$ cat config.mk
export PLATFORM = sky130hd
export DESIGN_NAME = pfds_top
export DESIGN_NICKNAME = d
export VERILOG_FILES = /design/src/include/pfds_pkg.sv /design/src/hdl/pfds_cfg_reg.sv /design/src/hdl/pfds_top.sv
export SDC_FILE = /design/constraint.sdc
export NUM_CORES = 1
export LEC_CHECK = 0
export ABC_AREA = 1
export ABC_CLOCK_PERIOD_IN_PS = 1900
export BUFFER_PORTS_ARGS = -buffer_cell sky130_fd_sc_hd__clkbuf_2
export CAP_MARGIN = 25
export CORE_MARGIN = 5
export CORE_UTILIZATION = 54
export DETAILED_ROUTE_END_ITERATION = 7
export PLACE_DENSITY = 0.81
export SYNTH_ARGS = -nofsm -noshare
export SYNTH_HDL_FRONTEND = slang
export SYNTH_SLANG_ARGS = --single-unit
$ cat constraint.sdc
create_clock -name clk_sys_i -period 1.9 [get_ports clk_sys_i]
set_input_delay 0.38 -clock clk_sys_i [delete_from_list [all_inputs] [get_ports clk_sys_i]]
set_output_delay 0.38 -clock clk_sys_i [all_outputs]
set_load 0.01 [all_outputs]
$ cat src/include/pfds_pkg.sv
// Package with the register map, field layout and carrier types of the pin function block.
package pfds_pkg;

    // ------------------------------------------------------------------
    // Bus and register widths
    // ------------------------------------------------------------------
    localparam int ADDR_W = 12;
    localparam int DATA_W = 32;
    localparam int REG_W = 8;
    localparam int IDX_W = 10;

    // ------------------------------------------------------------------
    // Register indices; the byte address is four times the index
    // ------------------------------------------------------------------
    localparam int IDX_DRV_LVL_2 = 0;
    localparam int IDX_DRV_LVL_3 = 1;
    localparam int IDX_PA_FUNC_LO = 2;
    localparam int IDX_PA_FUNC_HI = 3;
    localparam int IDX_PB_FUNC_LO = 4;
    localparam int IDX_PC_FUNC_LO = 5;
    localparam int IDX_PC_FUNC_HI = 6;
    localparam int IDX_PD_FUNC_LO = 7;
    localparam int IDX_PD_FUNC_HI = 8;
    localparam int IDX_PE_FUNC_LO = 9;
    localparam int IDX_PE_FUNC_HI = 10;
    localparam int IDX_PF_FUNC_LO = 11;
    localparam int IDX_PF_FUNC_HI = 12;
    localparam int IDX_PG_FUNC_LO = 13;
    localparam int IDX_IN_ROUTE_0 = 14;
    localparam int IDX_IN_ROUTE_1 = 15;
    localparam int IDX_DIR_PA = 16;
    localparam int IDX_DIR_PG = 22;
    localparam int IDX_DRV_ACT_PE = 23;
    localparam int IDX_DRV_ACT_PF = 24;
    localparam int IDX_DRV_ACT_PG = 25;
    localparam int NUM_RW = 23;
    localparam int NUM_REGS = 26;

    // ------------------------------------------------------------------
    // Implemented bits and reset values of the writable registers
    // ------------------------------------------------------------------
    localparam logic [REG_W-1:0] RW_MASK [NUM_RW] = '{
        8'hFF, 8'h03, 8'hFF, 8'hFF, 8'hFF, 8'hFF, 8'h0F, 8'hFF,
        8'hFF, 8'hFF, 8'hFF, 8'hFF, 8'hFF, 8'h3F, 8'hC9, 8'h70,
        8'hFF, 8'h0F, 8'h3F, 8'hFF, 8'hFF, 8'hFF, 8'h07};
    localparam logic [REG_W-1:0] RW_RST [NUM_RW] = '{
        8'h00, 8'h00, 8'h00, 8'h00, 8'h00, 8'h00, 8'h00, 8'h00,
        8'h00, 8'h00, 8'h00, 8'h00, 8'h00, 8'h00, 8'h00, 8'h00,
        8'hFF, 8'h0F, 8'h3F, 8'hFF, 8'hFF, 8'hFF, 8'h07};

    // ------------------------------------------------------------------
    // Field positions
    // ------------------------------------------------------------------
    localparam int DRV_FLD_W = 2;
    localparam int DRV_PE_LO_LSB = 0;
    localparam int DRV_PE_HI_LSB = 2;
    localparam int DRV_PF_LO_LSB = 4;
    localparam int DRV_PF_HI_LSB = 6;
    localparam int DRV_PG_LSB = 0;
    localparam int GRP_PINS = 4;
    localparam int NUM_GRP = 5;
    localparam int DRV_PINS = 19;
    localparam int RT0_CAP2 = 7;
    localparam int RT0_CAP1 = 6;
    localparam int RT0_TMR2_CLK = 3;
    localparam int RT0_STD_CLK = 0;
    localparam int RT1_SER_A_SEL = 6;
    localparam int RT1_SER_A_DIN = 5;
    localparam int RT1_SER_A_CLK = 4;

    // ------------------------------------------------------------------
    // Carrier types
    // ------------------------------------------------------------------
    typedef enum logic [1:0] {LVL_MIN, LVL_1, LVL_2, LVL_MAX} pfds_lvl_t;

    typedef struct packed {
        logic act;
        pfds_lvl_t lvl;
    } pfds_pin_drv_t;

    typedef struct packed {
        pfds_pin_drv_t [2:0] pg;
        pfds_pin_drv_t [7:0] pf;
        pfds_pin_drv_t [7:0] pe;
    } pfds_drive_t;

    typedef struct packed {
        logic [2:0][1:0] pg;
        logic [7:0][1:0] pf;
        logic [7:0][1:0] pe;
        logic [7:0][1:0] pd;
        logic [5:0][1:0] pc;
        logic [3:0][1:0] pb;
        logic [7:0][1:0] pa;
    } pfds_func_t;

    typedef struct packed {
        logic [2:0] pg;
        logic [7:0] pf;
        logic [7:0] pe;
        logic [7:0] pd;
        logic [5:0] pc;
        logic [3:0] pb;
        logic [7:0] pa;
    } pfds_dir_t;

    typedef struct packed {
        logic capture2_input_pin_route;
        logic capture1_input_pin_route;
        logic timer2_clock_pin_route;
        logic std_timer_clock_pin_route;
        logic serial_a_select_pin_route;
        logic serial_a_data_in_pin_route;
        logic serial_a_clock_pin_route;
    } pfds_route_t;

endpackage

$ cat src/hdl/pfds_cfg_reg.sv
// One eight-bit configuration register with a fixed mask of implemented bits.
`timescale 1ns/1ps
module pfds_cfg_reg #(
    parameter logic [7:0] MASK = 8'hFF,
    parameter logic [7:0] RST = 8'h00
) (
    // Clock and reset.
    input wire logic clk_sys_i,
    input wire logic rst_n_i,
    // Write port.
    input wire logic we_i,
    input wire logic [7:0] wdata_i,
    // Stored value.
    output logic [7:0] q_o
);

    logic [7:0] q_r;
    logic [7:0] q_nxt;

    // Bits outside the mask never store, so they read back as zero.
    assign q_nxt = we_i ? (wdata_i & MASK) : q_r;

    // Reset takes the masked constant only.
    always_ff @(posedge clk_sys_i or negedge rst_n_i) begin
        if (!rst_n_i) begin
            q_r <= RST & MASK;
        end else begin
            q_r <= q_nxt;
        end
    end

    assign q_o = q_r;

endmodule

$ cat src/hdl/pfds_top.sv
// Pin function, direction and source-current level selection with an APB slave.
//
// Decided for this implementation: register access over APB and the register addresses.
`timescale 1ns/1ps

// Function
// Two-bit drive code 00..11 selects source level 0 (min) to 3 (max).
// Level register two bits 7:6 drive port F pins 7..4.
// Level register two bits 5:4 drive port F pins 3..0.
// Level register two bits 3:2 drive port E pins 7..4.
// Level register two bits 1:0 drive port E lower pins down to 0.
// Level register three bits 7:2 are absent and read zero.
// Level register three bits 1:0 drive port G pins 2..0.
// Per-port output function selects plus input route selects choose pin roles.
// Software selects pin function, then sets up, then enables peripheral.
// Software also sets direction to input for inputs sharing the GPIO code.
// Software disables the peripheral before changing the pin function.
// Direction bit 1 makes a pin input, 0 a push-pull output.
// Source level acts only while pins are push-pull outputs.
// Absent bits ignore writes; implemented fields clear on power-on reset (the direction registers here reset to all ones).
module pfds_top (
    // Clock and reset.
    input wire logic clk_sys_i,
    input wire logic rst_n_i,
    // APB slave.
    input wire logic psel_i,
    input wire logic penable_i,
    input wire logic pwrite_i,
    input wire logic [pfds_pkg::ADDR_W-1:0] paddr_i,
    input wire logic [pfds_pkg::DATA_W-1:0] pwdata_i,
    input wire logic [3:0] pstrb_i,
    output logic [pfds_pkg::DATA_W-1:0] prdata_o,
    output logic pready_o,
    output logic pslverr_o,
    // Pin configuration towards the pad ring.
    output pfds_pkg::pfds_func_t func_sel_o,
    output pfds_pkg::pfds_dir_t dir_in_o,
    output pfds_pkg::pfds_drive_t drive_o,
    output pfds_pkg::pfds_route_t in_route_o
);

    // ------------------------------------------------------------------
    // Bus phase decode
    // ------------------------------------------------------------------

    logic setup_ph;
    logic access_ph;
    logic [pfds_pkg::IDX_W-1:0] reg_idx;
    logic addr_hit;
    logic wr_go;
    logic lane0_on;
    logic pready_r;
    logic [pfds_pkg::DATA_W-1:0] rd_word;

    // The index is the word address; byte offsets inside a word are refused.
    assign setup_ph = psel_i & ~penable_i;
    assign reg_idx = paddr_i[pfds_pkg::ADDR_W-1:2];
    assign addr_hit = (paddr_i[1:0] == 2'h0)
        && (reg_idx < pfds_pkg::IDX_W'(pfds_pkg::NUM_REGS));

    // Writes commit only at the access edge at which ready is seen high.
    assign access_ph = psel_i & penable_i & pready_r;
    assign lane0_on = pstrb_i[0];
    assign wr_go = access_ph & pwrite_i & addr_hit & lane0_on;

    // ------------------------------------------------------------------
    // Bus answer registers
    // ------------------------------------------------------------------

    logic pready_nxt;
    logic pslverr_r;
    logic pslverr_nxt;
    logic [pfds_pkg::DATA_W-1:0] prdata_r;
    logic [pfds_pkg::DATA_W-1:0] prdata_nxt;

    // Ready rises for exactly the first access cycle, so every transfer
    // completes with no wait state and a fresh setup may follow at once.
    assign pready_nxt = setup_ph;
    assign pslverr_nxt = setup_ph ? ~addr_hit : 1'b0;
    assign prdata_nxt = (setup_ph && !pwrite_i) ? rd_word : '0;

    // Answer flops; read data is captured during setup while the address
    // is already stable, which keeps the read path off the access edge.
    always_ff @(posedge clk_sys_i or negedge rst_n_i) begin
        if (!rst_n_i) begin
            pready_r <= 1'b0;
            pslverr_r <= 1'b0;
            prdata_r <= '0;
        end else begin
            pready_r <= pready_nxt;
            pslverr_r <= pslverr_nxt;
            prdata_r <= prdata_nxt;
        end
    end

    assign pready_o = pready_r;
    assign pslverr_o = pslverr_r;
    assign prdata_o = prdata_r;

    // ------------------------------------------------------------------
    // Writable register file
    // ------------------------------------------------------------------

    logic [pfds_pkg::REG_W-1:0] cfg_q [pfds_pkg::NUM_RW];
    logic [pfds_pkg::NUM_RW-1:0] cfg_we;
    logic [pfds_pkg::REG_W-1:0] wr_byte;

    // Only the low byte lane carries data; the upper lanes are ignored.
    assign wr_byte = pwdata_i[pfds_pkg::REG_W-1:0];

    // One register per entry, each with its own mask and reset value so
    // absent bits stay zero whatever software writes into them.
    for (genvar k = 0; k < pfds_pkg::NUM_RW; k++) begin : g_cfg
        assign cfg_we[k] = wr_go
            && (reg_idx == pfds_pkg::IDX_W'(k));
        pfds_cfg_reg #(
            .MASK(pfds_pkg::RW_MASK[k]),
            .RST(pfds_pkg::RW_RST[k])
        ) u_reg (
            .clk_sys_i(clk_sys_i),
            .rst_n_i(rst_n_i),
            .we_i(cfg_we[k]),
            .wdata_i(wr_byte),
            .q_o(cfg_q[k])
        );
    end

    // ------------------------------------------------------------------
    // Named views of the stored registers
    // ------------------------------------------------------------------

    logic [pfds_pkg::REG_W-1:0] lvl_reg2;
    logic [pfds_pkg::REG_W-1:0] lvl_reg3;
    logic [pfds_pkg::REG_W-1:0] route0;
    logic [pfds_pkg::REG_W-1:0] route1;

    assign lvl_reg2 = cfg_q[pfds_pkg::IDX_DRV_LVL_2];
    assign lvl_reg3 = cfg_q[pfds_pkg::IDX_DRV_LVL_3];

    // Drive code fields, one per pin group.
    logic [1:0] pf_high_drive_level;
    logic [1:0] pf_low_drive_level;
    logic [1:0] pe_high_drive_level;
    logic [1:0] pe_low_drive_level;
    logic [1:0] pg_drive_level;

    assign pf_high_drive_level =
        lvl_reg2[pfds_pkg::DRV_PF_HI_LSB +: pfds_pkg::DRV_FLD_W];
    assign pf_low_drive_level =
        lvl_reg2[pfds_pkg::DRV_PF_LO_LSB +: pfds_pkg::DRV_FLD_W];
    assign pe_high_drive_level =
        lvl_reg2[pfds_pkg::DRV_PE_HI_LSB +: pfds_pkg::DRV_FLD_W];
    assign pe_low_drive_level =
        lvl_reg2[pfds_pkg::DRV_PE_LO_LSB +: pfds_pkg::DRV_FLD_W];
    assign pg_drive_level =
        lvl_reg3[pfds_pkg::DRV_PG_LSB +: pfds_pkg::DRV_FLD_W];

    // ------------------------------------------------------------------
    // Output function selection, two bits per pin
    // ------------------------------------------------------------------

    // Each low register covers pins 3..0 (2..0 on port G) and each high register pins 7..4 (5..4 on port C),
    // so the concatenation lands every code on its own pin index.
    assign func_sel_o.pa = {cfg_q[pfds_pkg::IDX_PA_FUNC_HI],
        cfg_q[pfds_pkg::IDX_PA_FUNC_LO]};
    assign func_sel_o.pb = cfg_q[pfds_pkg::IDX_PB_FUNC_LO];
    assign func_sel_o.pc = {cfg_q[pfds_pkg::IDX_PC_FUNC_HI][3:0],
        cfg_q[pfds_pkg::IDX_PC_FUNC_LO]};
    assign func_sel_o.pd = {cfg_q[pfds_pkg::IDX_PD_FUNC_HI],
        cfg_q[pfds_pkg::IDX_PD_FUNC_LO]};
    assign func_sel_o.pe = {cfg_q[pfds_pkg::IDX_PE_FUNC_HI],
        cfg_q[pfds_pkg::IDX_PE_FUNC_LO]};
    assign func_sel_o.pf = {cfg_q[pfds_pkg::IDX_PF_FUNC_HI],
        cfg_q[pfds_pkg::IDX_PF_FUNC_LO]};
    assign func_sel_o.pg = cfg_q[pfds_pkg::IDX_PG_FUNC_LO][5:0];

    // ------------------------------------------------------------------
    // Input routing selection
    // ------------------------------------------------------------------

    assign route0 = cfg_q[pfds_pkg::IDX_IN_ROUTE_0];
    assign route1 = cfg_q[pfds_pkg::IDX_IN_ROUTE_1];

    // Each bit moves one peripheral input to its alternative pin.
    assign in_route_o.capture2_input_pin_route =
        route0[pfds_pkg::RT0_CAP2];
    assign in_route_o.capture1_input_pin_route =
        route0[pfds_pkg::RT0_CAP1];
    assign in_route_o.timer2_clock_pin_route =
        route0[pfds_pkg::RT0_TMR2_CLK];
    assign in_route_o.std_timer_clock_pin_route =
        route0[pfds_pkg::RT0_STD_CLK];
    assign in_route_o.serial_a_select_pin_route =
        route1[pfds_pkg::RT1_SER_A_SEL];
    assign in_route_o.serial_a_data_in_pin_route =
        route1[pfds_pkg::RT1_SER_A_DIN];
    assign in_route_o.serial_a_clock_pin_route =
        route1[pfds_pkg::RT1_SER_A_CLK];

    // ------------------------------------------------------------------
    // Pin direction
    // ------------------------------------------------------------------

    // A set bit makes the pin an input; the reset value of all ones keeps
    // every pin off the board until software chooses to drive it. The
    // input-function pins that share the GPIO code also rely on this bit.
    assign dir_in_o.pa = cfg_q[pfds_pkg::IDX_DIR_PA];
    assign dir_in_o.pb = cfg_q[pfds_pkg::IDX_DIR_PA + 1][3:0];
    assign dir_in_o.pc = cfg_q[pfds_pkg::IDX_DIR_PA + 2][5:0];
    assign dir_in_o.pd = cfg_q[pfds_pkg::IDX_DIR_PA + 3];
    assign dir_in_o.pe = cfg_q[pfds_pkg::IDX_DIR_PA + 4];
    assign dir_in_o.pf = cfg_q[pfds_pkg::IDX_DIR_PA + 5];
    assign dir_in_o.pg = cfg_q[pfds_pkg::IDX_DIR_PG][2:0];

    // ------------------------------------------------------------------
    // Effective source-current level per pin
    // ------------------------------------------------------------------

    logic [pfds_pkg::DRV_PINS-1:0] drv_dir_flat;
    logic [pfds_pkg::NUM_GRP-1:0][1:0] grp_code;
    pfds_pkg::pfds_pin_drv_t [pfds_pkg::DRV_PINS-1:0] drv_flat;
    pfds_pkg::pfds_drive_t drv_nxt;
    pfds_pkg::pfds_drive_t drv_r;

    // Pins 0..7 are port E, 8..15 port F, 16..18 port G; groups of four
    // pins share one code, and port G is the fifth group of three.
    assign drv_dir_flat = {dir_in_o.pg, dir_in_o.pf, dir_in_o.pe};
    assign grp_code = {pg_drive_level, pf_high_drive_level,
        pf_low_drive_level, pe_high_drive_level, pe_low_drive_level};

    // A pin set as input reports no drive and the lowest level, so the
    // pad never sees a stale strength when it turns back into an output.
    for (genvar p = 0; p < pfds_pkg::DRV_PINS; p++) begin : g_drv
        localparam int GRP = p / pfds_pkg::GRP_PINS;
        assign drv_flat[p].act = ~drv_dir_flat[p];
        assign drv_flat[p].lvl = drv_dir_flat[p]
            ? pfds_pkg::LVL_MIN
            : pfds_pkg::pfds_lvl_t'(grp_code[GRP]);
    end

    assign drv_nxt = pfds_pkg::pfds_drive_t'(drv_flat);

    // Registered so the pad controls change once, one edge after a write.
    always_ff @(posedge clk_sys_i or negedge rst_n_i) begin
        if (!rst_n_i) begin
            drv_r <= '0;
        end else begin
            drv_r <= drv_nxt;
        end
    end

    assign drive_o = drv_r;

    // ------------------------------------------------------------------
    // Read-only drive status
    // ------------------------------------------------------------------

    logic [7:0] act_pe;
    logic [7:0] act_pf;
    logic [7:0] act_pg;

    // These show which pins the block is really driving right now.
    for (genvar b = 0; b < 8; b++) begin : g_act
        assign act_pe[b] = drv_r.pe[b].act;
        assign act_pf[b] = drv_r.pf[b].act;
        if (b < 3) begin : g_g
            assign act_pg[b] = drv_r.pg[b].act;
        end else begin : g_z
            assign act_pg[b] = 1'b0;
        end
    end

    // ------------------------------------------------------------------
    // Read data selection
    // ------------------------------------------------------------------

    logic [pfds_pkg::REG_W-1:0] rw_byte;
    logic [pfds_pkg::REG_W-1:0] ro_byte;
    logic [pfds_pkg::REG_W-1:0] rd_byte;
    logic rd_is_rw;

    // Stored registers hold zeros in absent bits, so a plain read already
    // returns zero there; unmapped addresses read as zero with an error.
    assign rd_is_rw = reg_idx < pfds_pkg::IDX_W'(pfds_pkg::NUM_RW);
    assign rw_byte = rd_is_rw
        ? cfg_q[reg_idx[4:0]] : '0;
    assign ro_byte =
        (reg_idx == pfds_pkg::IDX_W'(pfds_pkg::IDX_DRV_ACT_PE)) ? act_pe :
        (reg_idx == pfds_pkg::IDX_W'(pfds_pkg::IDX_DRV_ACT_PF)) ? act_pf :
        (reg_idx == pfds_pkg::IDX_W'(pfds_pkg::IDX_DRV_ACT_PG)) ? act_pg :
        '0;
    assign rd_byte = !addr_hit ? '0 : (rd_is_rw ? rw_byte : ro_byte);
    assign rd_word = {{(pfds_pkg::DATA_W - pfds_pkg::REG_W){1'b0}}, rd_byte};

endmodule

After elaboration in Yosys (flattened, before gate mapping)
Cells that the tools add are included.
{"block": "word_totals", "regBits": 219, "word_cells": 177, "in_bits": 53, "output_inout_bits": 233}
{"block": "op_classes", "n_reduce_logical": 28, "n_eq_ne": 25, "n_mux": 29, "n_lt_le_gt_ge": 3, "bitwise": 28}
{"operator": "== test 10 x 5 -> 1 bit (second input constant)", "count": 10}
{"operator": "== test 10 x 4 -> 1 bit (second input constant)", "count": 8}
{"operator": "2-to-1 mux 8 bit", "count": 7}
{"operator": "binary-select mux 8 bit (select 5 bit)", "count": 1}
{"operator": "== test 10 x 3 -> 1 bit (second input constant)", "count": 4}
{"operator": "2-to-1 mux 2 bit", "count": 19}
{"operator": "logical AND 1 bit", "count": 25}
{"operator": "NOT 1 bit", "count": 21}
{"operator": "== test 10 x 2 -> 1 bit (second input constant)", "count": 2}
{"operator": "less-than comparator 10 x 5 -> 1 bit (second input constant)", "count": 2}
{"operator": "== test 10 x 1 -> 1 bit (second input constant)", "count": 1}
{"operator": "logical NOT 10 bit", "count": 1}
{"operator": "bitwise AND 1 bit", "count": 6}
{"operator": "greater-or-equal comparator 6 bit (second input constant)", "count": 1}
{"operator": "NOT 5 -> 6 bit", "count": 1}
{"operator": "2-to-1 mux 3 bit", "count": 1}
{"operator": "logical NOT 2 bit", "count": 1}
{"operator": "logical NOT 1 bit", "count": 1}
{"operator": "2-to-1 mux 1 bit", "count": 1}

Logic depth before layout (Yosys ltp)
{"block": "logic_depth", "ltp_word": 7, "ltp_mapped": 14, "mapped_depth_nobuf": 12}

By module
A second synthesis with hierarchy kept.
{"block": "unflattened", "hier_cells": 1430, "hier_area_um2": 10705.3}
{"module": "pfds_top", "area_each_um2": 4608.2, "cells_each": 744, "seq_area_each_um2": 1676.6, "n_inst": 1}
{"module": "pfds_cfg_reg at g_cfg[0].u_reg ...", "area_each_um2": 305.3, "cells_each": 34, "seq_area_each_um2": 200.2, "n_inst": 11}
{"module": "pfds_cfg_reg at g_cfg[16].u_reg ...", "area_each_um2": 315.3, "cells_each": 34, "seq_area_each_um2": 210.2, "n_inst": 4}
{"module": "pfds_cfg_reg at g_cfg[14].u_reg ...", "area_each_um2": 182.7, "cells_each": 22, "seq_area_each_um2": 100.1, "n_inst": 2}
{"module": "pfds_cfg_reg at g_cfg[18].u_reg", "area_each_um2": 247.7, "cells_each": 28, "seq_area_each_um2": 157.7, "n_inst": 1}
{"module": "pfds_cfg_reg at g_cfg[13].u_reg", "area_each_um2": 240.2, "cells_each": 28, "seq_area_each_um2": 150.1, "n_inst": 1}
{"module": "pfds_cfg_reg at g_cfg[17].u_reg", "area_each_um2": 187.7, "cells_each": 22, "seq_area_each_um2": 105.1, "n_inst": 1}
{"module": "pfds_cfg_reg at g_cfg[22].u_reg", "area_each_um2": 157.7, "cells_each": 19, "seq_area_each_um2": 78.8, "n_inst": 1}
{"module": "pfds_cfg_reg at g_cfg[15].u_reg", "area_each_um2": 153.9, "cells_each": 19, "seq_area_each_um2": 75.1, "n_inst": 1}
{"module": "pfds_cfg_reg at g_cfg[1].u_reg", "area_each_um2": 125.1, "cells_each": 16, "seq_area_each_um2": 50.0, "n_inst": 1}

Least setup slack after synthesis
Ideal clock, no wire load.
{"block": "synth_path", "path_type": "in2reg", "start": "input port paddr_i[3] (netlist bit)", "end": "register g_cfg[2].u_reg.q_r[1]", "n_path_buf": 3, "arrival_time_ns": 1.590, "setup_ns": 0.120, "path_slack_ns": 0.190, "cell_stages": 11, "required_ns": 1.780, "path_cell_list": "buf_4 nor2_1 nor3_1 nor3_2 nand2_2 inv_2 buf_6 nand2_2 buf_6 o21ai_0 inv_1"}
{"block": "synth_via", "elab_chain_cells": 5, "elab_cells_between_ends": 6, "cone_classes": "1 x order compare; 1 x eq/ne; 2 x bitwise; 2 x reduce/logical"}
{"element": "from (decl)", "line_no": "pfds_top.sv:29", "source": "input wire logic [pfds_pkg::ADDR_W-1:0] paddr_i,"}
{"element": "less-than comparator 10 x 5 -> 1 bit", "line_no": "pfds_top.sv:59", "source": "&& (reg_idx < pfds_pkg::IDX_W'(pfds_pkg::NUM_REGS));"}
{"element": "logical AND 1 bit", "line_no": "pfds_top.sv:59"}
{"element": "bitwise AND 1 bit (2 in series)", "line_no": "pfds_top.sv:64", "source": "assign wr_go = access_ph & pwrite_i & addr_hit & lane0_on;"}
{"element": "logical AND 1 bit (*)", "line_no": "pfds_top.sv:115", "source": "&& (reg_idx == pfds_pkg::IDX_W'(k));"}
{"element": "to (signal assigned)", "line_no": "pfds_cfg_reg.sv:26", "source": "q_r <= RST & MASK;"}
{"element": "to (signal assigned)", "line_no": "pfds_cfg_reg.sv:28", "source": "q_r <= q_nxt;"}
{"element": "to (decl)", "line_no": "pfds_cfg_reg.sv:17", "source": "logic [7:0] q_r;"}
Every way passes the cells marked *; elsewhere a longest branch is shown, timed or not.
A chain may end at the register's enable or synchronous reset.

Worst setup path in the final report
{"block": "layout_path", "start": "register pready_r (netlist: pready_o)", "end": "register g_cfg[7].u_reg.q_r[4]"}
{"block": "layout_via", "elab_chain_cells": 5}
{"element": "from (decl)", "line_no": "pfds_top.sv:52", "source": "logic pready_r;"}
{"element": "from (signal assigned)", "line_no": "pfds_top.sv:90", "source": "pready_r <= pready_nxt;"}
{"element": "bitwise AND 1 bit", "line_no": "pfds_top.sv:62", "source": "assign access_ph = psel_i & penable_i & pready_r;"}
{"element": "bitwise AND 1 bit (3 in series)", "line_no": "pfds_top.sv:64"}
{"element": "logical AND 1 bit", "line_no": "pfds_top.sv:115"}
{"element": "to (signal assigned)", "line_no": "pfds_cfg_reg.sv:26"}
{"element": "to (signal assigned)", "line_no": "pfds_cfg_reg.sv:28"}
{"element": "to (decl)", "line_no": "pfds_cfg_reg.sv:17"}
Every way passes these cells.

==> out/metrics.sh <==
CRITICAL-PATH-SLOWEST-CELL='sky130_fd_sc_hd__dfrtp_1'
YOSYS_WARNINGS=0
CAP_VIOLATIONS=0
TIMING.SETUP.CRITICAL_PATH_CLASS='flip-flop to flip-flop'
AREA_DELTA_SYNTH_FINAL_PCT=14.85
OUTCOME='complete, no violations'
SWITCHING_SHARE_PCT=23.41
SEQ_POWER_SHARE_PCT=48.7
SYNTH_AREA_LEADER_CELL='sky130_fd_sc_hd__dfrtp_1'
CHIPWIDTH_UM=153.2
FINAL_NETS=1592
LAYOUT-DRIVE-GT1-SHARE_PCT=27.52
GRT.OVERFLOW.TOTAL=0
CTS_HTREE_LEVELS=1
DRT_PASS1_ITERATIONS=5
WORST_EP_REQUIRED_TIME_PS=2290
DETAIL_ROUTE.ITER0.VIOLATIONS=919
ARRIVAL_PS=2080
SYNTH-SEQ-CELLS=219
SYNTH_ENABLE_FLOP_CELLS=0
YS_TYPES=35
POSTSYNTH.ASYNCRESETSHARE_PCT=100.0
P_CLK_SHARE_PCT=44.9
DIE_Y_UM=153.2
PORTBUFFERS=234
FIRST_GLOBAL_VIAS=9279
TIMING.FINAL.WS_SETUP_PS=202.6
INTERNAL_POWER_mW=7.344
TIMING.CRITICAL_PATH.SLOWEST_CELL_DELAY_PS=360
DIE_OUTLINE_AREA_UM2=23470
TIGHTEST_SLEW_PS=631.7
GRT_FIRST_PASS_WIRELENGTH_UM=51880
DRT.ANTENNA.VIOLATING_NETS=0
FP.COREAREA_UM2=20230
CTS_BUFFERS=22
FIN_SKEW_PS=10.79
POSTSYNTH.TOPFLOPCELL='sky130_fd_sc_hd__dfrtp_1'
UNREPAIRED_SETUP_ENDPOINTS_AFTER_GLOBAL_ROUTING='false'
MAXIMUM_NUMBER_OF_PINS_ON_ONE_NET_BEFORE_GLOBAL_ROUTE_REPAIR=77
CP_ENDPOINT_KIND='flip-flop'
CTS_TREE='yes'
R2R_SETUP_SLACK_PS=200
FINALHOLDVIOLCOUNT=0
SHARE_OF_THE_CYCLE_NEEDED_BY_THE_CRITICAL_PATH_AFTER_ROUTING_PCT=89.34
SETUP_VIOL=0
DETAIL_ROUTE.VIAS_PER_CELL=5.114
ACHIEVABLE-FREQUENCY_GHz=0.5891
LARGEST_DELAY_CONTRIBUTOR_FAMILY_ON_THE_CRITICAL_PATH='simple AND/OR/NAND/NOR gates'
MIN_PERIOD_PS=1697
POST_SYNTH.CELL_AREA_AVG_UM2=8.064
YOSYSMOSTFREQUENTCELL='sky130_fd_sc_hd__nand2_1'
COUNT_OF_BUFFERING_CELLS_ON_THE_CRITICAL_PATH_WITH_INVERTERS_INCLUDED=3
PLACE.GP.CONGESTION=0.9709
POWER_SWITCHING_mW=2.245
YOSYSSEQAREASHARE_PCT=50.01
IOS=286
SYN_INST=1373
ANTENNA_FOUND_INITIAL=0
CTS.REPORTEDPATHS.CLKPINSLEW_PS=60
INSERTION_DELAY_PS=510
ROWS=52
CTS_SETUP_BUFFERS=0
INITIAL_UTILIZATION_PCT=54.72
POST_DRT_WL_PER_CELL_UM=18.20
PATH_MAX_FANOUT=16
REMAINING_DRC_ERRORS=0
MAXIMUM_IR_DROP_ON_THE_VDD_RAIL_mV=0.6851
WORSTPATHCELLLIST='nand3_1 -> nor2_1 -> nand2_2 -> inv_2 -> nand2_1 -> buf_12 -> o21ai_0 -> inv_1'
POST_SYNTH_INSTANCE_AREA_UM2=11070
FINAL_MAX_SLEW_VIOL_COUNT=0
ROUTED-VIA-COUNT=9338
SYNTH_TOP_CELLS_BY_COUNT='sky130_fd_sc_hd__nand2_1 (361), sky130_fd_sc_hd__inv_1 (188), sky130_fd_sc_hd__dfrtp_1 (174)'
POWER.STATIC_LEAKAGE_nW=6.442
GROUTE.USAGE.OVERALL_PCT=27.93
CRITICAL_PATH.STARTPOINT_TYPE='flip-flop'
CLK_ROOT_BUFFER_CELL='sky130_fd_sc_hd__clkbuf_16'
MIN_PATH_TYPE='input port to flip-flop'
DETAILED_ROUTE_WL_UM=33230
P_COMB_SHARE_PCT=6.4
CTS_BUFFER_DEPTH=3
CLOCK-SINKS=219
YOSYSTOPAREACELLSHARE_PCT=39.33
HPWL_UM=24970
CELLPOWERDENSITY_nW_PER_UM2=754.1
FINALCOREUTILIZATION_PCT=62.84
PRECTSSETUPSLACK_PS=-155.6
SYNTH_TOP_CELLS_BY_AREA='sky130_fd_sc_hd__dfrtp_1 (39%), sky130_fd_sc_hd__nand2_1 (12%), sky130_fd_sc_hd__buf_4 (12%)'
TIMING.MAX_SLEW.REL_SLACK_PCT=57.84
-- worst min-delay path: stages --
cell and delay (ps):
sky130_fd_sc_hd__clkbuf_2 90, sky130_fd_sc_hd__nand2_1 70, sky130_fd_sc_hd__inv_1 50
-- path summary, 6_finish.rpt --
kind,startpoint,endpoint,cells past startpoint
worst max-delay path,pready_o,g_cfg[7].u_reg.q_o[4],8
worst min-delay path,psel_i,pready_o,3
worst max register to register,pready_o,g_cfg[7].u_reg.q_o[4],8
worst min register to register,g_cfg[20].u_reg.q_o[1],drive_o[5],1
max in group asynchronous,rst_n_i,g_cfg[20].u_reg.q_o[1],3
min in group asynchronous,rst_n_i,g_cfg[10].u_reg.q_o[4],2
-- registers in the layout (all words and copies together), names as in the netlist --
signal and cells:
pready_o 1, prdata_o 8, g_cfg.u_reg.q_o 152, pslverr_o 1
drive_o 57
-- final cells by class --
cell class	instances	area, um2
antenna	1	2.502
clock buffer	35	690.7
clock inverter	5	28.78
fill	1716	7518
inverter	191	716.9
multi-input combinational	775	3387
sequential	219	5537
tap	270	337.8
timing repair buffer	330	2016
-- metrics by stage --
step                hold WS (ps)  power, mW  TNS [ps]  instances  cell area, um2
floorplan                  84.41      5.016         0       1396           11160
global placement           302.1      5.344     -6839       1784           11980
detailed placement         309.1      5.354     -9351       1784           11980
CTS                        125.5      9.595         0       1825           12710
global route               148.7      9.864         0       1825           12710
finish                     132.6      9.589         0       1826           12720
-- power groups by stage --
stage	logic [mW]	clock network, mW	registers (mW)
floorplan	0.260	0	4.76
global placement	0.591	0	4.75
detailed placement	0.600	0	4.75
CTS	0.605	4.32	4.67
global route	0.667	4.53	4.67
finish	0.613	4.30	4.67
-- layout by cell type (no fill, tap or decap), types with 9 or more instances in the layout --
cell and n:
sky130_fd_sc_hd__buf_4 86, sky130_fd_sc_hd__nand2_1 361, sky130_fd_sc_hd__o22ai_1 13, sky130_fd_sc_hd__dfstp_2 45
sky130_fd_sc_hd__o21ai_0 170, sky130_fd_sc_hd__clkbuf_2 233, sky130_fd_sc_hd__clkbuf_16 23, sky130_fd_sc_hd__nor2_1 109
sky130_fd_sc_hd__conb_1 24, sky130_fd_sc_hd__o21ai_1 11, sky130_fd_sc_hd__dfrtp_1 174, sky130_fd_sc_hd__inv_1 188
sky130_fd_sc_hd__nand3_1 32, sky130_fd_sc_hd__a21oi_1 11, sky130_fd_sc_hd__buf_12 9
-- logic make-up after synthesis --
family / synth area share (%)
simple gates: 19.57
flops: 50.01
other cells: 0.03387
compound gates: 10.20
buf+inv: 20.18
-- routing by layer --
layer  share of wire [%]  vias to the layer above  wire length, um  GRT usage, %
met2                  48                      499            15870         45.99
met5                   0                        -                0             0
li1                    -                     4382                -             -
met4                 3.3                        0             1103         9.461
met1                  39                     4384            13090         37.26
met3                 9.5                       73             3166         5.541
-- timing repair --
| action | CTS | global route |
|---|---|---|
| resized for setup | 0 | 0 |
| endpoints found under the hold margin | 29 | 0 |
| hold buffers | 1 | 0 |
| setup endpoints to repair | 0 | 0 |
Note: power is estimated with default switching activity, not from simulation.
